===== config.mk =====
export PLATFORM = sky130hd
export DESIGN_NAME = scas_top
export DESIGN_NICKNAME = d
export VERILOG_FILES = /design/src/hw/scas_pkg.sv /design/src/hw/scas_clkgen.sv /design/src/hw/scas_top.sv
export SDC_FILE = /design/constraint.sdc
export NUM_CORES = 1
export LEC_CHECK = 0
export ABC_AREA = 1
export BUFFER_PORTS_ARGS = -buffer_cell sky130_fd_sc_hd__buf_2
export CELL_PAD_IN_SITES_DETAIL_PLACEMENT = 1
export CELL_PAD_IN_SITES_GLOBAL_PLACEMENT = 1
export CORE_AREA = 8 8 92 94
export DETAILED_ROUTE_END_ITERATION = 6
export DIE_AREA = 0 0 100 102
export PLACE_DENSITY_LB_ADDON = 0.1
export REMOVE_ABC_BUFFERS = 1
export SKIP_LAST_GASP = 1
export SYNTH_ARGS = -nofsm -noshare
export SYNTH_HDL_FRONTEND = slang
export SYNTH_HIERARCHICAL = 1
export SYNTH_SLANG_ARGS = --single-unit
export TNS_END_PERCENT = 30

===== constraint.sdc =====
create_clock -name mclk -period 2.4 [get_ports mclk]
set_clock_uncertainty 0.2 [all_clocks]
set_input_delay 0.6 -clock mclk [delete_from_list [all_inputs] [get_ports mclk]]
set_output_delay 0.6 -clock mclk [all_outputs]
set_load 0.02 [all_outputs]

===== src/hw/scas_pkg.sv =====
// Constants for the smart card activation sequencer.
// Assumes a 100 MHz mclk; the slow 32 kHz clock arrives as a plain input.
`default_nettype none
package scas_pkg;
  localparam int unsigned MCLK_HZ       = 100_000_000;
  localparam int unsigned CARD_HZ_DFLT  = 4_000_000;
  localparam int unsigned CARD_HZ_MIN   = 1_000_000;
  localparam int unsigned CARD_HZ_MAX   = 5_000_000;
  localparam int unsigned CARD_PINS     = 5;
  localparam int unsigned DATA_AT_T0    = 200;
  localparam int unsigned RESP_MIN      = 400;
  localparam int unsigned RESP_MAX      = 40_000;
  localparam int unsigned RST_LOW_CYC   = 40_000;
  localparam int unsigned RST_HIGH_CYC  = 40_000;
  localparam int unsigned ETU_NORMAL    = 372;
  localparam int unsigned ETU_FAST      = 16;
  localparam int unsigned CNT_W         = 16;
  localparam logic        OUT_RST_VAL   = 1'b0;

  typedef enum logic [2:0] {
    SCAS_IDLE  = 3'b000,
    SCAS_ACT   = 3'b001,
    SCAS_RSTLO = 3'b010,
    SCAS_WAIT  = 3'b011,
    SCAS_RUN   = 3'b100,
    SCAS_DEACT = 3'b101
  } scas_state_t;

  typedef enum logic [2:0] {
    SCAS_D_IDLE = 3'b000,
    SCAS_D_RST  = 3'b001,
    SCAS_D_CLK  = 3'b010,
    SCAS_D_DAT  = 3'b011,
    SCAS_D_VCC  = 3'b100
  } scas_dstep_t;
endpackage
`default_nettype wire


===== src/hw/scas_clkgen.sv =====
// Card clock divider with 50 percent duty and a one-cycle rising-edge tick.
// Assumes mclk far above the card clock; HALF is mclk cycles per half period.
`default_nettype none
module scas_clkgen #(
  parameter int unsigned HALF = 13
) (
  input  wire logic mclk,
  input  wire logic nrst,
  input  wire logic run,
  output logic      clk_r,
  output logic      rise_r
);
  import scas_pkg::*;
  localparam int unsigned W = $clog2(HALF + 1);
  logic [W-1:0] cnt_r;

  initial begin
    if (HALF < 1) $error("scas_clkgen: HALF must be at least 1");
  end

  // Stops low when run drops
  always_ff @(posedge mclk or negedge nrst) begin
    if (!nrst) begin
      cnt_r  <= '0;
      clk_r  <= 1'b0;
      rise_r <= 1'b0;
    end else if (!run) begin
      cnt_r  <= '0;
      clk_r  <= 1'b0;
      rise_r <= 1'b0;
    end else if (cnt_r == W'(HALF - 1)) begin
      cnt_r  <= '0;
      clk_r  <= ~clk_r;
      rise_r <= ~clk_r;
    end else begin
      cnt_r  <= cnt_r + 1'b1;
      rise_r <= 1'b0;
    end
  end
endmodule
`default_nettype wire


===== src/hw/scas_top.sv =====
// Smart card activation and deactivation sequencer.
// Assumes card pins and the slow clock are asynchronous to mclk.
//
// Contract
// RULE_01 - Five card pins, all treated asynchronous
// RULE_02 - Device supplies the card clock
// RULE_03 - Card clock 372 or 16 times bit rate
// RULE_04 - Card clock 1 to 5 MHz, half duty
// RULE_05 - Device starts session, card answers reset
// RULE_06 - Internal-reset and active-low-reset card variants
// RULE_07 - Clock at T0, data high by 200 cycles
// RULE_08 - Internal-reset card answers 400 to 40000 cycles
// RULE_09 - Reset low 40000 cycles, ignore replies
// RULE_10 - Reset high at T1 for 40000 cycles
// RULE_11 - Low-reset card answers 400 to 40000 after T1
// RULE_12 - Deactivate: reset, clock, data, supply in order
// RULE_13 - Steps one slow-clock period apart
// RULE_14 - Step spacing near one slow period each
// RULE_15 - Start on removal or processor command
// RULE_16 - Auto power down uses same sequence
// RULE_17 - Slow clock runs during deactivation
// RULE_18 - Sixteen-bit cycle counter, flag response timeout
`default_nettype none
module scas_top #(
  parameter int unsigned CARD_HZ  = scas_pkg::CARD_HZ_DFLT,
  parameter int unsigned RESP_MAXC = scas_pkg::RESP_MAX,
  parameter int unsigned RST_LOWC  = scas_pkg::RST_LOW_CYC
) (
  input  wire logic mclk,
  input  wire logic nrst,
  input  wire logic start,
  input  wire logic low_reset_card,
  input  wire logic fast_rate,
  input  wire logic deact_cmd,
  input  wire logic auto_pd,
  input  wire logic slow_32k_clock,
  input  wire logic card_presence_pin,
  input  wire logic card_data_line_in,
  output logic      card_data_line_out,
  output logic      card_data_line_oe,
  output logic      card_clock_out,
  output logic      card_reset_out,
  output logic      card_supply_enable,
  output logic      etu_fast_r,
  output logic      atr_seen_r,
  output logic      timeout_r,
  output logic      active_r,
  output logic      busy_r
);
  import scas_pkg::*;
  localparam int unsigned HALF = MCLK_HZ / (2 * CARD_HZ);

  initial begin
    if (CARD_HZ < CARD_HZ_MIN || CARD_HZ > CARD_HZ_MAX) $error("CARD_HZ out of range"); // RULE_04
    if (RESP_MAXC >= 2**CNT_W || RST_LOWC >= 2**CNT_W) $error("counts exceed counter");
  end

  // Two-stage synchronisers for pins and slow clock
  logic [2:0] s1_r, s2_r;
  always_ff @(posedge mclk or negedge nrst) begin
    if (!nrst) begin
      s1_r <= 3'h0;
      s2_r <= 3'h0;
    end else begin
      s1_r <= {slow_32k_clock, card_presence_pin, card_data_line_in}; // RULE_01
      s2_r <= s1_r;
    end
  end
  logic slow_s, pres_s, data_s, slow_d_r, data_d_r;
  assign slow_s = s2_r[2];
  assign pres_s = s2_r[1];
  assign data_s = s2_r[0];
  always_ff @(posedge mclk or negedge nrst) begin
    if (!nrst) begin
      slow_d_r <= 1'b0;
      data_d_r <= 1'b0;
    end else begin
      slow_d_r <= slow_s;
      data_d_r <= data_s;
    end
  end
  logic slow_tick, data_fall;
  assign slow_tick = slow_s & ~slow_d_r; // RULE_13 RULE_17
  assign data_fall = ~data_s & data_d_r;

  scas_state_t st_r, st_nxt;
  scas_dstep_t ds_r;
  logic [CNT_W-1:0] cnt_r;
  logic clk_run_r, card_clk, card_rise;

  scas_clkgen #(.HALF(HALF)) u_clk (
    .mclk   (mclk),
    .nrst   (nrst),
    .run    (clk_run_r),
    .clk_r  (card_clk),
    .rise_r (card_rise)
  ); // RULE_02

  // Removal taken on a slow tick, so reset falls one full period later
  logic go_down;
  assign go_down = (st_r != SCAS_IDLE) && (st_r != SCAS_DEACT) && slow_tick &&
                   (deact_cmd || auto_pd || !pres_s); // RULE_15 RULE_16

  always_comb begin
    st_nxt = st_r;
    unique case (st_r)
      SCAS_IDLE:  if (start && pres_s) st_nxt = SCAS_ACT; // RULE_05
      SCAS_ACT:   if (card_rise && cnt_r == CNT_W'(DATA_AT_T0 - 1))
                    st_nxt = low_reset_card ? SCAS_RSTLO : SCAS_WAIT; // RULE_06
      SCAS_RSTLO: if (card_rise && cnt_r == CNT_W'(RST_LOWC - 1)) st_nxt = SCAS_WAIT;
      SCAS_WAIT:  if (atr_seen_r || timeout_r) st_nxt = SCAS_RUN;
      SCAS_RUN:   st_nxt = SCAS_RUN;
      SCAS_DEACT: if (ds_r == SCAS_D_VCC && slow_tick) st_nxt = SCAS_IDLE;
      default:    st_nxt = SCAS_IDLE;
    endcase
    if (go_down) st_nxt = SCAS_DEACT;
  end

  always_ff @(posedge mclk or negedge nrst) begin
    if (!nrst) st_r <= SCAS_IDLE;
    else       st_r <= st_nxt;
  end

  // Card-clock cycle counter, restarted at T0 and T1
  always_ff @(posedge mclk or negedge nrst) begin
    if (!nrst) begin
      cnt_r <= '0;
    end else if (st_nxt != st_r && st_nxt != SCAS_WAIT) begin
      cnt_r <= '0;
    end else if (st_r == SCAS_RSTLO && st_nxt == SCAS_WAIT) begin
      cnt_r <= '0; // RULE_10
    end else if (card_rise && cnt_r != '1) begin
      cnt_r <= cnt_r + 1'b1; // RULE_18
    end
  end

  // Answer window and timeout
  always_ff @(posedge mclk or negedge nrst) begin
    if (!nrst) begin
      atr_seen_r <= 1'b0;
      timeout_r  <= 1'b0;
    end else if (st_r == SCAS_IDLE && st_nxt == SCAS_ACT) begin
      atr_seen_r <= 1'b0;
      timeout_r  <= 1'b0;
    end else if (st_r == SCAS_WAIT && !atr_seen_r && !timeout_r) begin
      if (data_fall && cnt_r >= CNT_W'(RESP_MIN) && cnt_r <= CNT_W'(RESP_MAXC))
        atr_seen_r <= 1'b1; // RULE_08 RULE_11
      else if (cnt_r > CNT_W'(RESP_MAXC))
        timeout_r <= 1'b1; // RULE_18
    end
  end

  // Deactivation steps, one slow tick each
  always_ff @(posedge mclk or negedge nrst) begin
    if (!nrst) begin
      ds_r <= SCAS_D_IDLE;
    end else if (st_r != SCAS_DEACT) begin
      ds_r <= SCAS_D_IDLE;
    end else if (slow_tick) begin
      unique case (ds_r)
        SCAS_D_IDLE: ds_r <= SCAS_D_RST; // RULE_12 RULE_14
        SCAS_D_RST:  ds_r <= SCAS_D_CLK;
        SCAS_D_CLK:  ds_r <= SCAS_D_DAT;
        SCAS_D_DAT:  ds_r <= SCAS_D_VCC;
        SCAS_D_VCC:  ds_r <= SCAS_D_VCC;
        default:     ds_r <= SCAS_D_IDLE;
      endcase
    end
  end

  // Pin drivers
  always_ff @(posedge mclk or negedge nrst) begin
    if (!nrst) begin
      clk_run_r          <= 1'b0;
      card_clock_out     <= OUT_RST_VAL;
      card_reset_out     <= OUT_RST_VAL;
      card_supply_enable <= OUT_RST_VAL;
      card_data_line_out <= OUT_RST_VAL;
      card_data_line_oe  <= 1'b1;
    end else begin
      card_clock_out <= card_clk;
      if (st_r == SCAS_DEACT) begin
        if (ds_r == SCAS_D_RST || ds_r == SCAS_D_IDLE && slow_tick) card_reset_out <= 1'b0;
        if (ds_r == SCAS_D_RST && slow_tick) clk_run_r <= 1'b0; // RULE_12
        if (ds_r == SCAS_D_CLK && slow_tick) begin
          card_data_line_out <= 1'b0;
          card_data_line_oe  <= 1'b1;
        end
        if (ds_r == SCAS_D_DAT && slow_tick) card_supply_enable <= 1'b0;
      end else if (st_r == SCAS_IDLE) begin
        if (st_nxt == SCAS_ACT) begin
          card_supply_enable <= 1'b1;
          clk_run_r          <= 1'b1; // RULE_07
        end
        card_reset_out <= 1'b0;
      end else if (st_r == SCAS_ACT) begin
        if (card_rise && cnt_r == CNT_W'(DATA_AT_T0 - 1)) begin
          card_data_line_out <= 1'b1; // RULE_07
          card_data_line_oe  <= 1'b0;
          card_reset_out     <= ~low_reset_card; // RULE_09
        end
      end else if (st_r == SCAS_RSTLO && st_nxt == SCAS_WAIT) begin
        card_reset_out <= 1'b1; // RULE_10
      end
    end
  end

  always_ff @(posedge mclk or negedge nrst) begin
    if (!nrst) begin
      etu_fast_r <= 1'b0;
      active_r   <= 1'b0;
      busy_r     <= 1'b0;
    end else begin
      if (st_r == SCAS_IDLE) etu_fast_r <= fast_rate; // RULE_03
      active_r <= (st_nxt == SCAS_RUN);
      busy_r   <= (st_nxt != SCAS_IDLE);
    end
  end

  a_clk_stop_order: assert property (@(posedge mclk) disable iff (!nrst)
    $fell(clk_run_r) |-> !card_reset_out && card_supply_enable)
    else $error("clock stopped out of order"); // RULE_12
  a_supply_last: assert property (@(posedge mclk) disable iff (!nrst)
    $fell(card_supply_enable) |-> !card_reset_out && !clk_run_r && !card_data_line_out)
    else $error("supply dropped out of order"); // RULE_12
  a_rst_low_hold: assert property (@(posedge mclk) disable iff (!nrst)
    (st_r == SCAS_RSTLO) |-> !card_reset_out)
    else $error("reset rose early"); // RULE_09
  a_rst_rise_count: assert property (@(posedge mclk) disable iff (!nrst)
    $rose(card_reset_out) && low_reset_card |-> $past(cnt_r) == CNT_W'(RST_LOWC - 1))
    else $error("reset low period wrong"); // RULE_10
  a_data_by_200: assert property (@(posedge mclk) disable iff (!nrst)
    (st_r == SCAS_ACT) |-> cnt_r <= CNT_W'(DATA_AT_T0))
    else $error("data late"); // RULE_07
  a_atr_window: assert property (@(posedge mclk) disable iff (!nrst)
    $rose(atr_seen_r) |-> $past(cnt_r) >= CNT_W'(RESP_MIN))
    else $error("answer outside window"); // RULE_11
  a_timeout_set: assert property (@(posedge mclk) disable iff (!nrst)
    (st_r == SCAS_WAIT && !atr_seen_r && !timeout_r && cnt_r > CNT_W'(RESP_MAXC))
    |=> timeout_r)
    else $error("timeout missed"); // RULE_18
  a_removal_deact: assert property (@(posedge mclk) disable iff (!nrst)
    (st_r == SCAS_RUN && slow_tick && (!pres_s || deact_cmd || auto_pd))
    |=> st_r == SCAS_DEACT)
    else $error("deactivation not started"); // RULE_15
endmodule
`default_nettype wire


* Yosys cells after proc, flatten, opt, wreduce, memory -nomap -nowiden
Index checks and enable logic that the tools add are counted. Widths: inputs -> output; s select.
Word-level totals: bits in registers 47, input port bits 10, logic and storage cells 155
Operators by class: $add $sub $neg 2, $lt $le $gt $ge 3, eq/ne operators 27, mux-type cells 49, bitwise operators 6, reduce and logical (&&, ||, !) cells 47
Operators with widths (number):
- $mux 16 | 3
- $mux 1 | 34
- $mux 3 | 8
- $logic_and 1x1->1 | 19
- $pmux 3 s6 | 1
- $add 16x1->16 const B | 1
- $eq 16x16->1 const B | 1
- $eq 16x8->1 const B | 1
- $ge 16x9->1 const B | 1
- $gt 16x16->1 const B | 1
- $le 16x16->1 const B | 1
- $ne 16x16->1 const B | 1
- $reduce_bool 2->1 | 8
- $eq 3x2->1 const B | 5
- $eq 3x3->1 const B | 4
- $pmux 3 s4 | 1
- $reduce_and 3->1 | 4
- $ne 2x1->1 const B | 5
- $eq 3x1->1 const B | 3
- $reduce_bool 3->1 | 3
- $mux 4 | 2
- $logic_not 3->1 | 2
- $add 4x1->4 const B | 1
- $eq 4x4->1 const B | 1
- 13 further kinds | 23

* Longest topological paths before layout
Gate-level depths: netlist (run 1).
depth in word-level cells 12, depth in mapped cells 16

* Hierarchy
Netlist (run 1), hierarchy kept.
By module, submodules not included:
- scas_top | times used 1, cells each 309, area each 2408.6 um^2, sequential area each 1027.2 um^2
- scas_clkgen | times used 1, cells each 27, area each 257.7 um^2, sequential area each 150.1 um^2

* Worst setup path after synthesis (run 1)
No wires, ideal clock.
path type input to register, start point input auto_pd, end point register cnt_r[15] (netlist name), setup time 117 ps, arrival 1674 ps, required time 2083 ps, path slack 408 ps, stages on the path 13, cell sequence nor3b_1 > nor2_1 > nand2_4 > inv_2 > nor2_1 > nand2_1 > nand2_1 > nor2_2 > nand2_2 > nand2_4 > buf_12 > nand3_1 > nand2_1
RTL lines:
- start, declared | RTL line scas_top.sv:35 | input wire logic auto_pd,

==> results.md, run 1 <==
- Clk_lat worst skew: roughly 0.31 ns
- Die W: approximately 100 um
- Syn Area/Cell: around 7.9 um^2
- H-Tree Depth: 2
- Clock Pin Slew Worst Setup and Hold Paths: approximately 0.10 ns
- Post-synthesis cell count: between 300 and 400
- Fillers: approximately 920
- R2R depth: 16
- CTS tree: yes
- Routed wire length per instance: 14.39 um
- Die ar.: approximately 10000 um^2
- Comb pwr share: between 40 and 50%
- GRT met1 Usage: slightly below 20%
- Critical Path Start Type: flop
- Crit path capture type: flop
- GRT Total Usage: roughly 15%
- Most frequent CP cell: nand2_1
- IO Count: 20
- P_sw: 1.179 mW
- Initial Util: 37.77%
- Delay-heaviest family, CP: simple AND/OR/NAND/NOR gates
- Ys async rst share: 100.0%
- Status: completed
- Leak: ~1.6 nW
- Max Freq: 0.4518 GHz
- Hold crit path type: in -> async
- Worst path slowest cell: dfrtp_1
- Critical path depth: 16
- Largest area contributor in the netlist: dfrtp_1
- Crit path DAT: between 2 and 2.5 ns
- Worst Path Buf+Inv: 3
- Sw frac: between 40 and 50%
- Crit Path Category: reg -> reg
- CTS hold repair buffers: 0
- Final period util: between 90 and 100%
- First-pass DRT Iterations: 4
- CP max stage delay: around 0.42 ns
- RD Place Congestion: between 0.8 and 0.9
- DRT iter0 DRCs: 100
- Post-Syn Area: roughly 2700 um^2
- Post-route insts no fill: 476
- Area delta synth->final: 17.79%
- Clock Power Share: a little over a fifth
- RSZ-0062 raised after global routing: false
- Layout cells sized above 1: 24.93%
- Largest net degree at the start of global routing: 48
- Std-Cell Rows: 31
- Busiest grt layer: met2
- CTS root buf: clkbuf_8
- Top cells by area, synth: dfrtp_1 43%, nand2_1 11%, nand3_1 7.1%
- CP required: between 2 and 2.5 ns
- Routed Antenna Nets: 0
- Final Util: between 40 and 50%
- Port buffer count: 19
- Critical-path cell list: ha_1 > nand2_1 > clkinv_1 > nand2_1 > nor2_2 > nand3_2 > nand2_2 > nand2_2 > nand2_1 > nand2_1 > nor2_2 > nand2_2 > nand2_4 > buf_12 > inv_2 > a21oi_1
- Top post-synthesis cells by count: 75 x nand2_1, 46 x dfrtp_1, 38 x nand3_1, 38 x nor2_1, 31 x inv_1
- Clk buf depth: 2
- Max_cap viols: 0
- Share of the synthesized area in the top cell type: 43.17%
- #FFs+latches synth: 47
- Pwr Total: about 2.9 mW
- Cell Int Power: about 1.7 mW
- Top_reg_cell synth: dfrtp_1
- Via density: between 4 and 5
- Dpl ws: around 0.058 ns
- CTS Sinks: 47
- Crit-path max FO: 9
- Worst-margin pin slew: about 0.45 ns
- Finished Cell Area: 3141 um^2
- Post-DP HPWL: 5392 um
- Die H: roughly 100 um
- PD cells: 920.3 nW/um^2
- Fin. Hold Viols: 0
- Peak supply drop: 372.0 uV
- GR Overflow Total: 0
- Placed Area: between 3000 and 4000 um^2
- Post-CTS Setup Bufs: 0
- Cts bufs inserted: 5
- GR Util met3: around 2.8%
- Max-slew headroom: a little over two thirds
- Dpl cells: between 400 and 500
- Diodes inserted: 0
- Final min period: ~2.2 ns
- Met2 Track Usage GR: 23.19%
- Initial antenna violation count: 0
- Core Area: 7059 um^2
- Final setup viols: 0
- YS warnings: 6
- Slew Viols, Final: 0
- Global-route wire length before repair: 11920 um
- Final nets: between 300 and 400
- Netlist cell types: 34
- Register area share after synthesis: between 40% and 50%
- Most frequent cell after synthesis: nand2_1
- Vias post-DR: 2299
- Post-Route WL: roughly 6900 um
- Final worst slack: 0.1867 ns
- DRC violations left: 0
- PostCTS Resize Cnt: 0
- Number of global-route vias before repair: ~2.4k
- Sequential share of power: between 30% and 40%
- Post-synth EDFFs: 0
-- worst register-to-register path, cell delays in order (launching register included) --
cell and delay (ns):
dfrtp_1 0.42, ha_1 0.20, nand2_1 0.09, clkinv_1 0.10, nand2_1 0.07, nor2_2 0.13, nand3_2 0.12, nand2_2 0.09
nand2_2 0.06, nand2_1 0.06, nand2_1 0.06, nor2_2 0.09, nand2_2 0.07, nand2_4 0.08, buf_12 0.13, inv_2 0.05
a21oi_1 0.14
-- cells by family (layout without fill, tap and decap cells) --
group,count (synthesis),count (layout),share of synthesized area [%]
simple gates,208,208,38.90
mux,1,1,0.4223
flops,47,47,44.16
xor+xnor,8,8,2.628
buf+inv,46,87,7.649
compound gates,23,23,4.834
fa+ha+maj,3,3,1.408
-- power groups by stage --
| stage | registers, mW | clock network, mW | logic, mW |
|---|---|---|---|
| floorplan | 1.11 | 0 | 0.704 |
| global placement | 1.06 | 0 | 1.23 |
| detailed placement | 1.07 | 0 | 1.24 |
| CTS | 1.05 | 0.644 | 1.25 |
| global route | 1.07 | 0.678 | 1.37 |
| finish | 1.05 | 0.617 | 1.23 |
-- area by class of cell --
| class | count | area, um^2 | area share [%] |
|---|---|---|---|
| Clock inverter | 3 | 47.55 | 1.514 |
| Tap cell | 99 | 123.9 | 3.944 |
| Timing Repair Buffer | 38 | 275.3 | 8.765 |
| Sequential cell | 47 | 1177 | 37.49 |
| Inverter | 41 | 153.9 | 4.900 |
| Multi-Input combinational cell | 243 | 1294 | 41.20 |
| Clock buffer | 5 | 68.82 | 2.191 |
-- metal layers --
metal | share of wire [%] | up-vias
li1 | - | 1167
met1 | 50 | 1105
met2 | 46 | 23
met3 | 3.1 | 4
met4 | 0.77 | 0
met5 | 0 | -
-- final timing paths --
path | endpoint | slack [ns] | start
hold reg to reg | s2_r[1] | 0.16 | s1_r[1]
setup / recovery | cnt_r[11] | 0.19 | cnt_r[1]
hold / removal | cnt_r[4] | 0.05 | nrst
setup reg to reg | cnt_r[11] | 0.19 | cnt_r[1]
max in group asynchronous | card_data_line_oe | 1.65 | nrst
min in group mclk | s2_r[1] | 0.16 | s1_r[1]
-- through the flow --
step	hold slack (ns)	TNS, ns
2_1_floorplan	0.1044	-2.605
3_3_place_gp	0.1325	0
3_5_place_dp	0.1370	0
4_1_cts	0.06698	0
5_1_grt	0.07100	0
6_report	0.05291	0
-- state kept, by name, indices dropped and copies added, names as in the netlist, 3 cells and up --
signal,flops
cnt_r,16
ds_r,3
s1_r,3
s2_r,3
st_r,3
u_clk/cnt_r,4
-- placed cells by master (no fill, tap or decap), types with 5 or more instances in the layout --
cell type / synthesis / routed
nor2_2: 10 / 12
nor2_1: 38 / 36
dfrtp_1: 46 / 46
nand4_1: 5 / 5
a21oi_1: 9 / 9
inv_2: 8 / 8
o21ai_0: 8 / 8
clkbuf_8: 0 / 5
nand3_1: 38 / 38
nand2_1: 75 / 75
nand2_2: 5 / 5
buf_4: 0 / 16
nor3_1: 11 / 11
nand3_2: 15 / 15
xor2_1: 7 / 7
inv_1: 31 / 31
buf_2: 3 / 19
Note: power is estimated with default switching activity, not from simulation.
==> inputs of run 2 (changes only) <==
- CORE_AREA: 8 8 92 94 -> 8 8 90 92
- DIE_AREA: 0 0 100 102 -> 0 0 98 100
- GPL_ROUTABILITY_DRIVEN: not set -> 0
- SYNTH_HIERARCHICAL: 1 -> not set
==> run 2 against run 1 <==
Compared with the run above: non-clock buffer count rose by 2; sequential power hardly changed; die area decreased by 3.9%; critical path depth is 1 lower; routed wire length grew 0.48%; maximum frequency decreased by 1.5%; clock-buffer cell count stayed put; sequential share of layout area rose by 1.4 points; power decreased by 1.0%; design area shrank 3.7%; critical path type unchanged; largest cell class is now flip-flops and latches.
==> results.md, run 2 <==
- Status: completed
- Max reg flops: 16 (unchanged)
- Crit Path Category: reg -> reg
- Post-Route WL: 6883 um (+0.48%)
- Final setup viols: 0 (unchanged)
- Via density: 4.967 (+2.8%)
- Top cells by area, synth: dfrtp_1 45%, nand2_1 12%, nand3_1 9.0%
- Placed Area: 2853 um^2 (-5.5%)
- Reg2reg start: st_r[2]
- First-pass DRT Iterations: 4 (unchanged)
- Post-synthesis adder-cell area fraction: 1.468% (+0.060 points)
- Clock Power Share: 21.6% (+0.3 points)
- Clk buf depth: 2 (unchanged)
- R2R depth: 15 (-1)
- Cell Int Power: 1.711 mW (about the same)
- DRC violations left: 0 (unchanged)
- H-Tree Depth: 2 (unchanged)
- Share of the synthesized area in the top cell type: 45.01% (+1.8 points)
- P_sw: 1.150 mW (-2.5%)
- Largest family of logic cells by synthesized area: simple AND/OR/NAND/NOR gates
- Post-DP HPWL: 5205 um (-3.5%)
- Max Freq: 0.4450 GHz (-1.5%)
- Initial Util: 38.49% (+0.72 points)
- Met2 wire length: 3252 um (+2.9%)
- #FFs+latches synth: 47 (unchanged)
- Met3 Routed Length: 228 um (+6.0%)
- Final Util: 45.52% (+1.0 points)
- CP required: 2.40 ns (-0.03 ns)
- Final nets: 389 (unchanged)
- Post-route insts no fill: 457 (-4.0%)
- Final worst slack: 0.1526 ns (-0.03415 ns)
- Top sig layer: met4
- Leak: 1.567 nW (+0.55%)
- Post-synth EDFFs: 0 (unchanged)
- Register area share after synthesis: 46.04% (+1.9 points)
- Global-route wire length before repair: 11300 um (-5.3%)
- Synth Area in Compound Gates: 4.207% (-0.63 points)
- IO Count: 20 (unchanged)
- XOR/XNOR Fraction of Synth Area: 4.452% (+1.8 points)
- Leading cell type in the layout, fill and taps excluded: nand2_1
- Routed wire length per instance: 15.06 um (+4.7%)
- Most frequent cell after synthesis: nand2_1
- DRT iter0 DRCs: 92 (-8.0%)
- Netlist cell types: 29 (-15%)
- Die ar.: 9800 um^2 (-3.9%)
- YS warnings: 0 (-6)
- Post-synthesis cell count: 340 (+1.2%)
- Top_reg_cell synth: dfrtp_1
- Initial antenna violation count: 0 (unchanged)
- Die H: 100 um (-2.0%)
- Top Registers: cnt_r x16, u_clk.cnt_r x4
- Sequential share of power: 36.5% (+0.3 points)
- CTS hold repair buffers: 0 (unchanged)
- Post-Synth Simple-Gate Area: 34.00% (-4.9 points)
- Critical path origin: st_r[2]
- Crit-path max FO: 15 (+6)
- Largest net degree at the start of global routing: 32 (-33%)
- Cts bufs inserted: 5 (unchanged)
- Routed Antenna Nets: 0 (unchanged)
- GRT Total Usage: 14.29% (-0.29 points)
- Fin. Hold Viols: 0 (unchanged)
- Port buffer count: 19 (unchanged)
- Dpl ws: 0.1352 ns (+0.07726 ns)
- Diodes inserted: 0 (unchanged)
- Sw frac: 40.20% (-0.61 points)
- GR Overflow Total: 0 (unchanged)
- Core Area: 6644 um^2 (-5.9%)
- Dpl cells: 447 (-4.5%)
- Finished Cell Area: 3024 um^2 (-3.7%)
- Final min period: 2.247 ns (+0.03415 ns)
- Layout cells sized above 1: 17.77% (-7.2 points)
- Mux share of post-synthesis cell area: 0.4403% (+0.018 points)
- Top post-synthesis cells by count: 80 x nand2_1, 49 x nor2_1, 46 x dfrtp_1, 46 x nand3_1, 40 x inv_1
- PD cells: 946.1 nW/um^2 (+2.8%)
- Number of global-route vias before repair: 2388 (-0.67%)
- Ys async rst share: 100.0% (unchanged)
- Post-Syn Area: 2557 um^2 (-4.1%)
- Area delta synth->final: 18.25%
- CTS tree: yes
- Worst-margin pin slew: 0.4792 ns (+0.02806 ns)
- Max_cap viols: 0 (unchanged)
- Vias post-DR: 2270 (-1.3%)
- CTS root buf: clkbuf_8
- CTS Sinks: 47 (unchanged)
- Clk_lat worst skew: 0.31 ns (about the same)
- Top reg by flops: cnt_r
- Most frequent cells in the layout: 80 x nand2_1, 46 x dfrtp_1, 45 x nand3_1
- Comb pwr share: 41.9% (-0.5 points)
- Slew Viols, Final: 0 (unchanged)
- Reg2reg setup slack: 0.15 ns (-0.03 ns)
- Clock Pin Slew Worst Setup and Hold Paths: 0.11 ns (about the same)
- Worst R2R End: cnt_r[6]
- Final period util: 93.64% (+1.4 points)
- Max-slew headroom: 68.05% (-1.5 points)
- Std-Cell Rows: 30 (-3.2%)
- Hold crit path type: in -> async
- Crit path DAT: 2.25 ns (about the same)
- Largest area contributor in the netlist: dfrtp_1
- WL met1: 3292 um (-3.7%)
- Peak supply drop: 436.6 uV (+17%)
- RSZ-0062 raised after global routing: false
- Syn Area/Cell: 7.522 um^2 (-5.2%)
- Crit path capture type: flop
- Critical Path Start Type: flop
- Die W: 98 um (-2.0%)
-- run 2: cell types whose count changed after synthesis, moves of 4 or more --
cell / change
nor2_1: +11
xnor2_1: +4
nor2_2: -9
nand2_1: +5
clkbuf_1: +5
inv_1: +9
nand3_1: +8
nand4_1: +5
nor3_1: -4
nand3_2: -14
-- run 2: layout make-up --
type	count	area, um^2
fill	841	3620
sequential	47	1177
multi-input combinational	236	1162
timing repair buffer	40	295.3
inverter	46	172.7
tap	80	100.1
clock buffer	5	68.82
clock inverter	3	47.55
-- run 2: repair_timing --
item	CTS	global route
endpoints found under the setup margin	0	16
setup buffers	0	1
resized for setup	0	9
-- run 2: critical path, cell delays in order, from the launching register on --
cell and delay [ns]:
dfrtp_1 0.49, inv_2 0.12, nand3_2 0.12, nand2_1 0.11, inv_2 0.05, nand2_2 0.11
inv_2 0.04, nor2_1 0.19, nand2_1 0.09, nand2_1 0.07, nor2_1 0.05, nand2_1 0.09
nand2_4 0.08, clkbuf_16 0.18, nand3_1 0.07, nand2_1 0.06
-- run 2: metrics by stage --
stage / setup TNS, ns / hold WS, ns / power (mW)
floorplan: -5.681 / 0.1044 / 1.696
global placement: 0 / 0.1317 / 2.099
detailed placement: 0 / 0.1356 / 2.118
CTS: 0 / 0.04453 / 2.756
global route: 0 / 0.05855 / 3.035
finish: 0 / 0.02781 / 2.861
-- run 2: metal layers --
metal	track usage [%]	up-vias
li1	-	1148
met1	17.17	1086
met2	24.13	27
met3	3.599	9
met4	5.276	0
met5	0	-
-- run 2: worst max path at each step --
stage | end | slack, ns | cells after the start
after CTS | cnt_r[14] | 0.14 | 15
after global placement | cnt_r[1] | 0.16 | 14
after detailed placement | cnt_r[6] | 0.14 | 14
after floorplan | cnt_r[0] | -0.47 | 10
after global routing | cnt_r[11] | 0.008 | 16
final | cnt_r[6] | 0.15 | 15
-- run 2: kinds of logic (layout without fill, tap and decap cells) --
logic type               Yosys count  in the layout
flip-flops                        47             47
AO/OA/AOI/OAI                     19             19
AND/OR/NAND/NOR                  200            200
buffers and inverters             57             94
multiplexers                       1              1
adder cells (fa/ha/maj)            3              3
XOR/XNOR                          13             13
-- run 2: power groups by stage --
stage / Clock (mW) / Combinational [mW] / Sequential, mW
2_1_floorplan: 0 / 0.573 / 1.12
3_3_place_gp: 0 / 1.04 / 1.05
3_5_place_dp: 0 / 1.06 / 1.06
4_1_cts: 0.647 / 1.06 / 1.05
5_1_grt: 0.661 / 1.31 / 1.06
6_report: 0.619 / 1.20 / 1.04
